`src/verilog/vgacfg_pkg.sv`:
```
// Package of constants and types for the variable-gain die configuration bank
package vgacfg_pkg;

    // Register port widths
    localparam int unsigned VGACFG_ADDR_W = 8;
    localparam int unsigned VGACFG_DATA_W = 16;

    // Register addresses
    localparam logic [7:0] VGACFG_ADDR_FILTER = 8'hc7;
    localparam logic [7:0] VGACFG_ADDR_REDUCED_POWER_SEL = 8'hc8;
    localparam logic [7:0] VGACFG_ADDR_BIAS = 8'hca;
    localparam logic [7:0] VGACFG_ADDR_MED_POW = 8'hce;
    localparam logic [7:0] VGACFG_ADDR_STATUS = 8'hd0;

    // Reset value shared by every register
    localparam logic [15:0] VGACFG_REG_RESET = 16'h0000;

    // Field positions
    localparam int unsigned VGACFG_HPF_LSB = 10;
    localparam int unsigned VGACFG_HPF_MSB = 11;
    localparam int unsigned VGACFG_HPF_BYP_BIT = 9;
    localparam int unsigned VGACFG_LPF_LSB = 7;
    localparam int unsigned VGACFG_LPF_MSB = 8;
    localparam int unsigned VGACFG_REDUCED_POWER_SEL_BIT = 12;
    localparam int unsigned VGACFG_BIAS_BIT = 10;
    localparam int unsigned VGACFG_MED_POW_BIT = 14;

    // Assigned bits of each register; the rest are storage only
    localparam logic [15:0] VGACFG_FILTER_MASK = 16'h0f80;
    localparam logic [15:0] VGACFG_REDUCED_POWER_SEL_MASK = 16'h1000;
    localparam logic [15:0] VGACFG_BIAS_MASK = 16'h0400;
    localparam logic [15:0] VGACFG_MED_POW_MASK = 16'h4000;

    // Status register fields
    localparam int unsigned VGACFG_ST_CW_BIT = 0;
    localparam int unsigned VGACFG_ST_PWR_LSB = 1;
    localparam int unsigned VGACFG_ST_PWR_MSB = 2;
    localparam int unsigned VGACFG_ST_BIAS_BIT = 3;
    localparam int unsigned VGACFG_ST_HPF_BIT = 4;
    localparam int unsigned VGACFG_ST_RSVD_BIT = 8;

    // High-pass cutoff in kHz, indexed by code
    localparam logic [9:0] VGACFG_HPF_KHZ [4] = '{10'h04b, 10'h096, 10'h12c, 10'h258};
    // Low-pass cutoff in units of 100 kHz, low-noise and medium power
    localparam logic [7:0] VGACFG_LPF_NORM [4] = '{8'h96, 8'h64, 8'hfa, 8'hc8};
    // Low-pass cutoff in units of 100 kHz, low power
    localparam logic [7:0] VGACFG_LPF_LOW [4] = '{8'h4b, 8'h32, 8'h7d, 8'h64};

    typedef enum logic [1:0] {
        VGACFG_PWR_LOW_NOISE = 2'b00,
        VGACFG_PWR_MEDIUM = 2'b01,
        VGACFG_PWR_LOW = 2'b10
    } vgacfg_pwr_mode_t;

    typedef struct packed {
        logic [1:0] hpf_code;
        logic [9:0] hpf_khz;
        logic hpf_enable;
        logic [1:0] lpf_code;
        logic [7:0] lpf_100khz;
        vgacfg_pwr_mode_t pwr_mode;
        logic fixed_bias_en;
    } vgacfg_settings_t;

endpackage

```
`src/verilog/vgacfg_reg16.sv`:
```
// One 16-bit read/write configuration register with zero reset
`timescale 1ns/1ps
module vgacfg_reg16
    import vgacfg_pkg::*;
(
    // Clock and reset
    input wire logic clk,
    input wire logic rst,
    // Write side
    input wire logic wr_en,
    input wire logic [15:0] wdata,
    // Stored value
    output logic [15:0] q
);

    always_ff @(posedge clk or posedge rst) begin
        if (rst) begin
            q <= VGACFG_REG_RESET;
        end else if (wr_en) begin
            q <= wdata;
        end
    end

endmodule // vgacfg_reg16

```
`src/verilog/vgacfg_decode.sv`:
```
// Turns the stored register words into registered signal-path settings
`timescale 1ns/1ps
module vgacfg_decode
    import vgacfg_pkg::*;
(
    // Clock and reset
    input wire logic clk,
    input wire logic rst,
    // Stored words and mode
    input wire logic [15:0] filter_word,
    input wire logic [15:0] reduced_power_sel_word,
    input wire logic [15:0] bias_word,
    input wire logic [15:0] med_pow_word,
    input wire logic cw_mode,
    // Decoded settings
    output vgacfg_settings_t settings_q
);

    vgacfg_settings_t settings_d;
    wire logic [1:0] hpf_code = filter_word[VGACFG_HPF_MSB:VGACFG_HPF_LSB];
    wire logic [1:0] lpf_code = filter_word[VGACFG_LPF_MSB:VGACFG_LPF_LSB];
    wire logic low_req = reduced_power_sel_word[VGACFG_REDUCED_POWER_SEL_BIT];
    wire logic med_req = med_pow_word[VGACFG_MED_POW_BIT];
    wire logic bias_req = bias_word[VGACFG_BIAS_BIT];
    // Power selects act only in time-gain mode; low power overrides medium
    wire logic low_act = low_req && !cw_mode;
    wire logic med_act = med_req && !low_req && !cw_mode;
    wire vgacfg_pwr_mode_t pwr_mode = low_act ? VGACFG_PWR_LOW :
        (med_act ? VGACFG_PWR_MEDIUM : VGACFG_PWR_LOW_NOISE);

    always_comb begin
        settings_d.hpf_code = hpf_code;
        settings_d.hpf_khz = VGACFG_HPF_KHZ[hpf_code];
        settings_d.hpf_enable = !filter_word[VGACFG_HPF_BYP_BIT];
        settings_d.lpf_code = lpf_code;
        if (pwr_mode == VGACFG_PWR_LOW) begin
            settings_d.lpf_100khz = VGACFG_LPF_LOW[lpf_code];
        end else begin
            settings_d.lpf_100khz = VGACFG_LPF_NORM[lpf_code];
        end
        settings_d.pwr_mode = pwr_mode;
        settings_d.fixed_bias_en = bias_req && !cw_mode;
    end

    always_ff @(posedge clk or posedge rst) begin
        if (rst) begin
            settings_q <= '0;
        end else begin
            settings_q <= settings_d;
        end
    end

endmodule // vgacfg_decode

```
`src/verilog/vgacfg_bank.sv`:
```
// Configuration register bank of the variable-gain die signal path
//
// Contract
// High-pass cutoff code gives 75 to 600 kHz
// Bypass bit set disables the high-pass filter
// Low-pass codes 00/01 halve in low power
// Low-pass codes 10/11 halve in low power
// Reduced-power bit selects low power, time-gain only
// Fixed-bias bit gives constant current in time-gain
// Fixed-bias bit ignored in continuous-wave mode
// All bank bits read/write, reset to zero
// Mid-power bit at 14 of CEh
// Software writes unassigned bits as zero
// Mid-power works only with reduced-power clear
// Filter fields live in register C7h
`timescale 1ns/1ps
module vgacfg_bank
    import vgacfg_pkg::*;
(
    // Clock and reset
    input wire logic ref_clk,
    input wire logic rst,
    // Register port
    input wire logic [7:0] reg_addr,
    input wire logic [15:0] reg_wdata,
    input wire logic reg_wr,
    input wire logic reg_rd,
    output logic [15:0] reg_rdata,
    // Mode pin, high in continuous-wave mode
    input wire logic continuous_wave_mode,
    // Settings to the analog signal path
    output vgacfg_settings_t settings
);

    // Mode pin synchroniser
    logic cw_meta_q;
    logic cw_sync_q;

    always_ff @(posedge ref_clk or posedge rst) begin
        if (rst) begin
            cw_meta_q <= 1'b0;
            cw_sync_q <= 1'b0;
        end else begin
            cw_meta_q <= continuous_wave_mode;
            cw_sync_q <= cw_meta_q;
        end
    end

    // Address decode
    wire logic hit_filter = (reg_addr == VGACFG_ADDR_FILTER);
    wire logic hit_reduced_power_sel = (reg_addr == VGACFG_ADDR_REDUCED_POWER_SEL);
    wire logic hit_bias = (reg_addr == VGACFG_ADDR_BIAS);
    wire logic hit_med_pow = (reg_addr == VGACFG_ADDR_MED_POW);
    wire logic hit_status = (reg_addr == VGACFG_ADDR_STATUS);
    wire logic hit_bank = hit_filter || hit_reduced_power_sel || hit_bias || hit_med_pow;

    // Write strobes, one per register
    wire logic wr_filter = reg_wr && hit_filter;
    wire logic wr_reduced_power_sel = reg_wr && hit_reduced_power_sel;
    wire logic wr_bias = reg_wr && hit_bias;
    wire logic wr_med_pow = reg_wr && hit_med_pow;
    wire logic wr_status = reg_wr && hit_status;

    // Stored words
    logic [15:0] filter_word;
    logic [15:0] reduced_power_sel_word;
    logic [15:0] bias_word;
    logic [15:0] med_pow_word;

    // Every bit is stored, including unassigned ones
    vgacfg_reg16 u_filter_reg (
        .clk(ref_clk),
        .rst(rst),
        .wr_en(wr_filter),
        .wdata(reg_wdata),
        .q(filter_word)
    );

    vgacfg_reg16 u_reduced_power_sel_reg (
        .clk(ref_clk),
        .rst(rst),
        .wr_en(wr_reduced_power_sel),
        .wdata(reg_wdata),
        .q(reduced_power_sel_word)
    );

    vgacfg_reg16 u_bias_reg (
        .clk(ref_clk),
        .rst(rst),
        .wr_en(wr_bias),
        .wdata(reg_wdata),
        .q(bias_word)
    );

    vgacfg_reg16 u_med_pow_reg (
        .clk(ref_clk),
        .rst(rst),
        .wr_en(wr_med_pow),
        .wdata(reg_wdata),
        .q(med_pow_word)
    );

    // Decoded settings, registered inside the decoder
    vgacfg_settings_t settings_q;

    vgacfg_decode u_decode (
        .clk(ref_clk),
        .rst(rst),
        .filter_word(filter_word),
        .reduced_power_sel_word(reduced_power_sel_word),
        .bias_word(bias_word),
        .med_pow_word(med_pow_word),
        .cw_mode(cw_sync_q),
        .settings_q(settings_q)
    );

    assign settings = settings_q;

    // Mask of assigned bits for the register being written
    wire logic [15:0] used_mask =
        hit_filter ? VGACFG_FILTER_MASK :
        hit_reduced_power_sel ? VGACFG_REDUCED_POWER_SEL_MASK :
        hit_bias ? VGACFG_BIAS_MASK :
        hit_med_pow ? VGACFG_MED_POW_MASK : 16'hffff;

    // Nonzero data written to unassigned bits is stored but flagged
    wire logic rsvd_hit = reg_wr && hit_bank && ((reg_wdata & ~used_mask) != 16'h0000);
    wire logic rsvd_clr = wr_status && reg_wdata[VGACFG_ST_RSVD_BIT];

    logic rsvd_wr_q;
    logic rsvd_wr_d;

    // A new event in the clearing cycle keeps the flag set
    assign rsvd_wr_d = rsvd_hit ? 1'b1 : (rsvd_clr ? 1'b0 : rsvd_wr_q);

    always_ff @(posedge ref_clk or posedge rst) begin
        if (rst) begin
            rsvd_wr_q <= 1'b0;
        end else begin
            rsvd_wr_q <= rsvd_wr_d;
        end
    end

    // Status word shows the effective state of the signal path
    logic [15:0] status_word;

    always_comb begin
        status_word = 16'h0000;
        status_word[VGACFG_ST_CW_BIT] = cw_sync_q;
        status_word[VGACFG_ST_PWR_MSB:VGACFG_ST_PWR_LSB] = settings_q.pwr_mode;
        status_word[VGACFG_ST_BIAS_BIT] = settings_q.fixed_bias_en;
        status_word[VGACFG_ST_HPF_BIT] = settings_q.hpf_enable;
        status_word[VGACFG_ST_RSVD_BIT] = rsvd_wr_q;
    end

    // Read selection; unmapped addresses read zero
    wire logic [15:0] rd_sel =
        hit_filter ? filter_word :
        hit_reduced_power_sel ? reduced_power_sel_word :
        hit_bias ? bias_word :
        hit_med_pow ? med_pow_word :
        hit_status ? status_word : 16'h0000;

    // Read data stand for the one cycle after the read strobe
    logic [15:0] rdata_q;
    logic [15:0] rdata_d;

    assign rdata_d = reg_rd ? rd_sel : 16'h0000;

    always_ff @(posedge ref_clk or posedge rst) begin
        if (rst) begin
            rdata_q <= VGACFG_REG_RESET;
        end else begin
            rdata_q <= rdata_d;
        end
    end

    assign reg_rdata = rdata_q;

endmodule // vgacfg_bank

```
`config.mk`:
```
export PLATFORM = sky130hd
export DESIGN_NAME = vgacfg_bank
export DESIGN_NICKNAME = d
export VERILOG_FILES = /design/src/verilog/vgacfg_pkg.sv /design/src/verilog/vgacfg_reg16.sv /design/src/verilog/vgacfg_decode.sv /design/src/verilog/vgacfg_bank.sv
export SDC_FILE = /design/constraint.sdc
export NUM_CORES = 1
export LEC_CHECK = 0
export BUFFER_PORTS_ARGS = -buffer_cell sky130_fd_sc_hd__buf_2
export CAP_MARGIN = 20
export CORE_ASPECT_RATIO = 1.1
export CORE_MARGIN = 1
export CORE_UTILIZATION = 59
export CTS_BUF_LIST = sky130_fd_sc_hd__clkbuf_4 sky130_fd_sc_hd__clkbuf_8
export CTS_CLUSTER_SIZE = 16
export DETAILED_ROUTE_END_ITERATION = 10
export PLACE_DENSITY = 0.89
export SLEW_MARGIN = 20
export SYNTH_ARGS = -nofsm -noshare
export SYNTH_HDL_FRONTEND = slang
export SYNTH_SLANG_ARGS = --single-unit
```
`constraint.sdc`:
```
create_clock -name ref_clk -period 4.1 [get_ports ref_clk]
set_input_delay 0.41 -clock ref_clk [delete_from_list [all_inputs] [get_ports ref_clk]]
set_output_delay 0.41 -clock ref_clk [all_outputs]
set_load 0.01 [all_outputs]
```
==> results of run 1 <==
## registers in the layout, summed over array words and instances, names as in the netlist
name                       cells
u_filter_reg.q                16
reg_rdata                     16
cw_meta_q                      1
u_decode.settings_q           24
rsvd_wr_q                      1
u_bias_reg.q                  16
u_reduced_power_sel_reg.q     16
cw_sync_q                      1
u_med_pow_reg.q               16
## how the worst max path moves through the flow
stage | slack, ps | to | cells after the start | startpoint
after CTS | 1940 | u_filter_reg.q[15] | 5 | reg_addr[1]
after global routing | 1750 | u_filter_reg.q[6] | 5 | reg_addr[1]
after detailed placement | 1550 | u_filter_reg.q[8] | 5 | reg_addr[1]
after floorplan | 870 | cw_meta_q | 1 | rst
after global placement | 1610 | u_bias_reg.q[13] | 6 | reg_addr[5]
final | 1880 | u_filter_reg.q[15] | 5 | reg_addr[1]
## synth_stat cells (all sizes together)
cell type / instances
nand3: 4
a21boi: 3
dfrtp: 107
nor3: 4
a22o: 6
o21ai: 20
a21o: 1
nand4: 2
inv: 12
mux2: 67
ha: 9
nand3b: 1
o211ai: 1
nor2: 7
nand2: 26
a31oi: 3
nor3b: 1
a21oi: 8
nor4b: 1
a31o: 1
o22ai: 3
or4: 2
nand2b: 2
a22oi: 10
a32o: 1
nor2b: 11
o21bai: 1
xnor2: 1
and2: 1
mux2i: 11
buf: 14
clkbuf: 6
nor4: 4
## layout make-up
class / instances / area share
clock buffer: 10 / 0.0265
clock inverter: 6 / 0.00917
inverter: 12 / 0.00917
multi-input combinational: 212 / 0.340
sequential: 107 / 0.516
tap: 105 / 0.0253
timing repair buffer: 74 / 0.0733
## cells by family (layout without fill, tap and decap cells)
group           count (synthesis)  count (layout)  synth area share
compound gates                 58              58            0.0803
xor+xnor                        1               1           0.00191
fa+ha+maj                       9               9            0.0245
buf+inv                        32             102            0.0335
flops                         107             107             0.582
mux                            78              78             0.188
simple gates                   66              66            0.0893
## power by group
part / internal, mW / leakage (nW) / total, mW / switching [mW]
Sequential: 1.10 / 1.43 / 1.13 / 0.0249
Clock: 0.243 / 0.0933 / 0.597 / 0.354
Combinational: 0.0668 / 1.12 / 0.162 / 0.0955
## per-layer routing
| layer | up-vias | part of all wire | GRT usage |
|---|---|---|---|
| met1 | 1472 | 0.42 | 0.323 |
| met5 | - | 0 | 0 |
| met2 | 109 | 0.50 | 0.400 |
| met4 | 0 | 0.015 | 0.100 |
| met3 | 13 | 0.058 | 0.0411 |
| li1 | 1366 | - | - |
## cells in the final DEF (no fill, tap or decap), drive strengths merged, types with 2 or more instances in the layout
cell type | netlist | final
clkinv | 0 | 3
nor3 | 4 | 4
o21ai | 20 | 20
nand2 | 26 | 26
a22oi | 10 | 10
inv | 12 | 14
buf | 14 | 74
nor2 | 7 | 7
mux2 | 67 | 67
nor4 | 4 | 4
a21boi | 3 | 3
mux2i | 11 | 11
or4 | 2 | 2
nand2b | 2 | 2
clkbuf | 6 | 10
dfrtp | 107 | 107
a22o | 6 | 6
o22ai | 3 | 3
a31oi | 3 | 3
a21oi | 8 | 8
nor2b | 11 | 11
nand3 | 4 | 4
ha | 9 | 9
nand4 | 2 | 2
## metrics by stage
step	worst slack, ps	util
finish	1880	0.690
global route	1750	0.690
CTS	1940	0.690
detailed placement	1550	0.666
global placement	1610	0.666
floorplan	873	-
==> impl_metrics.json, run 1 <==
{
  "syn_to_final_growth_pct": 12.8,
  "drtPass1Iterations": 4,
  "synthCells": 351,
  "initial_core_util": 0.612,
  "grtUsageTotal": 0.243,
  "drc_errors": 0,
  "power.leakage_nw": 2.64,
  "grt_pass1_vias": 2979,
  "cts_buffers": 9,
  "dieArea_um2": 8150,
  "fin_cells": 526,
  "clock_tree.root_cell": "clkbuf_8",
  "slew_violations": 0,
  "slowest_stage": "buf_2",
  "cp-end-kind": "register",
  "power.total_mw": 1.89,
  "vias_per_cell": 5.63,
  "multi_input_area_um2": 1770,
  "fillers": 564,
  "clock.fmax_mhz": 450,
  "critPathMaxStageDelay_ps": 540,
  "whs_ps": 65.3,
  "postCtsHoldBufs": 0,
  "vias": 2960,
  "n_antenna_cell": 0,
  "path_class": "input pin to register",
  "post_cts_buffers": 0,
  "status": "complete, no violations",
  "worstPathArrival_ps": 2470,
  "worst-path-buf-inv": 1,
  "design_area_um2": 5190,
  "ys_ff_latch": 107,
  "synth-seq-area-share": 0.582,
  "routed_wl_um": 9290,
  "wl_per_cell_um": 17.7,
  "hold_class": "input pin to async pin",
  "power_density_nw_per_um2": 364,
  "final.period_utilization": 0.542,
  "yosys-top-cells-area": "dfrtp_1 (58%), mux2_2 (12%), mux2_1 (4.9%)",
  "cp_top_family": "simple AND/OR/NAND/NOR gates",
  "drv_cap": 0,
  "vdd_drop_max_v": 0.000178,
  "overflow": 0,
  "yosys.area.top_type": "dfrtp_1",
  "rows": 33,
  "core_area_um2": 7510,
  "tritoncts": "done",
  "worstPathMaxFanout": 27,
  "hpwl_um": 6210,
  "synth_top_area_frac": 0.582,
  "ys_types": 42,
  "timing.rr.start": "u_filter_reg.q[8]",
  "die_w_um": 86.2,
  "ios": 71,
  "cts_num_sinks": 107,
  "post_cts_resized": 0,
  "yosysWarnings": 0,
  "syn_avg_cell_area_um2": 13.1,
  "relSlewSlack": 0.467,
  "drt_iter0_drc": 199,
  "grt_max_degree": 41,
  "place_inst": 510,
  "worst_ep_required_time_ps": 4350,
  "grt_pass1_wl_um": 14700,
  "portBuffers": 70,
  "setup-violations-final": 0,
  "placed_cell_area_um2": 5000,
  "die_h_um": 94.6,
  "clk_pin_slew_ps": 100,
  "worstPathCellList": "buf_2, nand2_2, nor4_2, nand2_1, mux2_2",
  "register_area_um2": 2680,
  "tightest_slew_ps": 797,
  "drive_above_1_share": 0.349,
  "syn-num-nets": 389,
  "start_kind": "input pin",
  "fin_crit_ps": 2220,
  "antenna_found_initial": 0,
  "rsz0062_at_grt": "false",
  "timing.rr.end": "u_decode.settings_q[7]",
  "rr_worst_depth": 4,
  "reg2reg_slack_ps": 2830,
  "gp_congestion": 0.826,
  "finalHoldViolCount": 0,
  "clk_path_buf_depth": 2,
  "clk_latency_ps": 360,
  "skew_ps": 6.64,
  "drtAntennaViolNets": 0,
  "netlist_area_um2": 4600,
  "htreeDepth": 3,
  "fin_nets": 454,
  "setup_tns_ps": 0
}
Power figures use the tool's default switching activity.
==> run 2, diff against run 1 <==
clock period = 2.2 ns   (was 4.1 ns; I/O delays follow)
==> run 2 against run 1 <==
Against the previous run: setup slack got worse by 1200 ps; power grew 93%; final cell count is 2.7% higher; critical path type unchanged; critical endpoint is now u_med_pow_reg.q[9].
==> impl_metrics.json, run 2 (synthesis results as in run 1) <==
{
  "status": "complete, no violations",
  "fin_util": 0.709,
  "skew_ps": 7.09,
  "worstPathArrival_ps": 1780,
  "vdd_drop_max_v": 0.000399,
  "grt_max_degree": 42,
  "largest_reg_flops": 24,
  "n_antenna_cell": 0,
  "worst_ep_required_time_ps": 2450,
  "worstPathMaxFanout": 16,
  "drtAntennaViolNets": 0,
  "largest_register": "u_decode.settings_q",
  "die_w_um": 86.2,
  "p_comb_frac": 0.089,
  "relSlewSlack": 0.649,
  "wl_per_cell_um": 18.3,
  "tightest_slew_ps": 521,
  "power_density_nw_per_um2": 684,
  "final_cell_mix": "dfrtp_1 (107), buf_2 (70), mux2_2 (47)",
  "core_area_um2": 7510,
  "routed_wl_um": 9870,
  "post_cts_resized": 0,
  "cts_buffers": 9,
  "drt_iter0_drc": 205,
  "tritoncts": "done",
  "cp-end-kind": "register",
  "start_kind": "input pin",
  "clock.fmax_mhz": 652,
  "hold_class": "input pin to register",
  "setup-violations-final": 0,
  "cp-startpoint": "reg_addr[5]",
  "power.internal_mw": 2.77,
  "p_sw_frac": 0.241,
  "p_seq_frac": 0.577,
  "clk_latency_ps": 360,
  "final_common_cell": "dfrtp_1",
  "portBuffers": 70,
  "drv_cap": 0,
  "power.leakage_nw": 2.72,
  "gp_congestion": 0.900,
  "drc_errors": 0,
  "path_class": "input pin to register",
  "drive_above_1_share": 0.366,
  "overflow": 0,
  "syn_to_final_growth_pct": 16.0,
  "hold_start": "reg_wdata[2]",
  "antenna_found_initial": 0,
  "htreeDepth": 3,
  "rows": 33,
  "fillers": 536,
  "clkPwrFrac": 0.335,
  "grtUsageTotal": 0.268,
  "cts_num_sinks": 107,
  "drtPass1Iterations": 4,
  "grt_pass1_wl_um": 15800,
  "p_switching_mw": 0.878,
  "timing.rr.start": "u_filter_reg.q[8]",
  "vias_per_cell": 5.74,
  "ios": 71,
  "clk_pin_slew_ps": 90,
  "vias": 3098,
  "setup_tns_ps": 0,
  "clk_path_buf_depth": 2,
  "fin_nets": 468,
  "final.period_utilization": 0.697,
  "finalHoldViolCount": 0,
  "hpwl_um": 6880,
  "post_cts_buffers": 0,
  "dieArea_um2": 8150,
  "die_h_um": 94.6,
  "whs_ps": 135,
  "rsz0062_at_grt": "false",
  "clock_tree.root_cell": "clkbuf_8",
  "grt_pass1_vias": 3147,
  "fin_crit_ps": 1530,
  "initial_core_util": 0.612,
  "slew_violations": 0
}
==> run 2: cell types whose count changed in the layout (fill, tap and decap cells not counted), sizes merged <==
cell / change
dlygate4sd3: +2
clkbuf: +1
clkinvlp: +1
buf: +12
inv: -1
clkinv: -2
bufinv: +1
==> run 2: path summary, 6_finish.rpt <==
check / end / slack [ps] / depth (start not counted)
worst max-delay path: u_med_pow_reg.q[9] / 670 / 6
max in group asynchronous: u_bias_reg.q[0] / 1200 / 4
worst min-delay path: u_reduced_power_sel_reg.q[2] / 130 / 2
worst max register to register: u_decode.settings_q[7] / 940 / 4
worst min register to register: cw_sync_q / 370 / 0
min in group asynchronous: cw_sync_q / 430 / 3
==> run 2: per-stage QoR <==
stage / cells / setup WS, ps / instance area, um2 / power (mW)
6_report: 540 / 666 / 5330 / 3.65
5_1_grt: 540 / 637 / 5330 / 3.79
4_1_cts: 540 / 692 / 5330 / 3.67
3_3_place_gp: 522 / 375 / 5110 / 2.44
2_1_floorplan: 351 / 587 / 4600 / 2.32
3_5_place_dp: 522 / 302 / 5110 / 2.46
==> run 2: what timing repair did <==
| item | CTS | global route |
|---|---|---|
| hold buffers | 2 | 0 |
| hold endpoints to repair | 18 | 0 |
| endpoints found under the setup margin | 0 | 0 |
==> run 2: worst max-delay path, stage by stage <==
cell and delay, ps:
buf_2 100, nand3b_4 200, nor4b_4 310, buf_4 260
nand3_4 280, mux2_1 410
==> run 2: cell type report <==
type | count | area (um2) | area share
clock buffers | 11 | 145 | 0.0272
clock inverters | 5 | 60.1 | 0.0113
inverters | 12 | 48.8 | 0.00915
multi-input cells | 212 | 1770 | 0.331
flip-flops and latches | 107 | 2680 | 0.502
well taps | 105 | 131 | 0.0246
repair buffers | 88 | 503 | 0.0943
==> run 2: power groups by stage <==
stage	clock [mW]	sequential, mW	combinational [mW]
after floorplan	0	2.14	0.177
after global placement	0	2.13	0.306
after detailed placement	0	2.14	0.321
after CTS	1.24	2.10	0.325
after global routing	1.32	2.11	0.356
final	1.22	2.10	0.323
==> run 2: metal layers <==
metal,GRT usage,routed length (um)
met1,0.343,3980
met2,0.426,4820
met3,0.0533,700
met4,0.160,376
met5,0,0
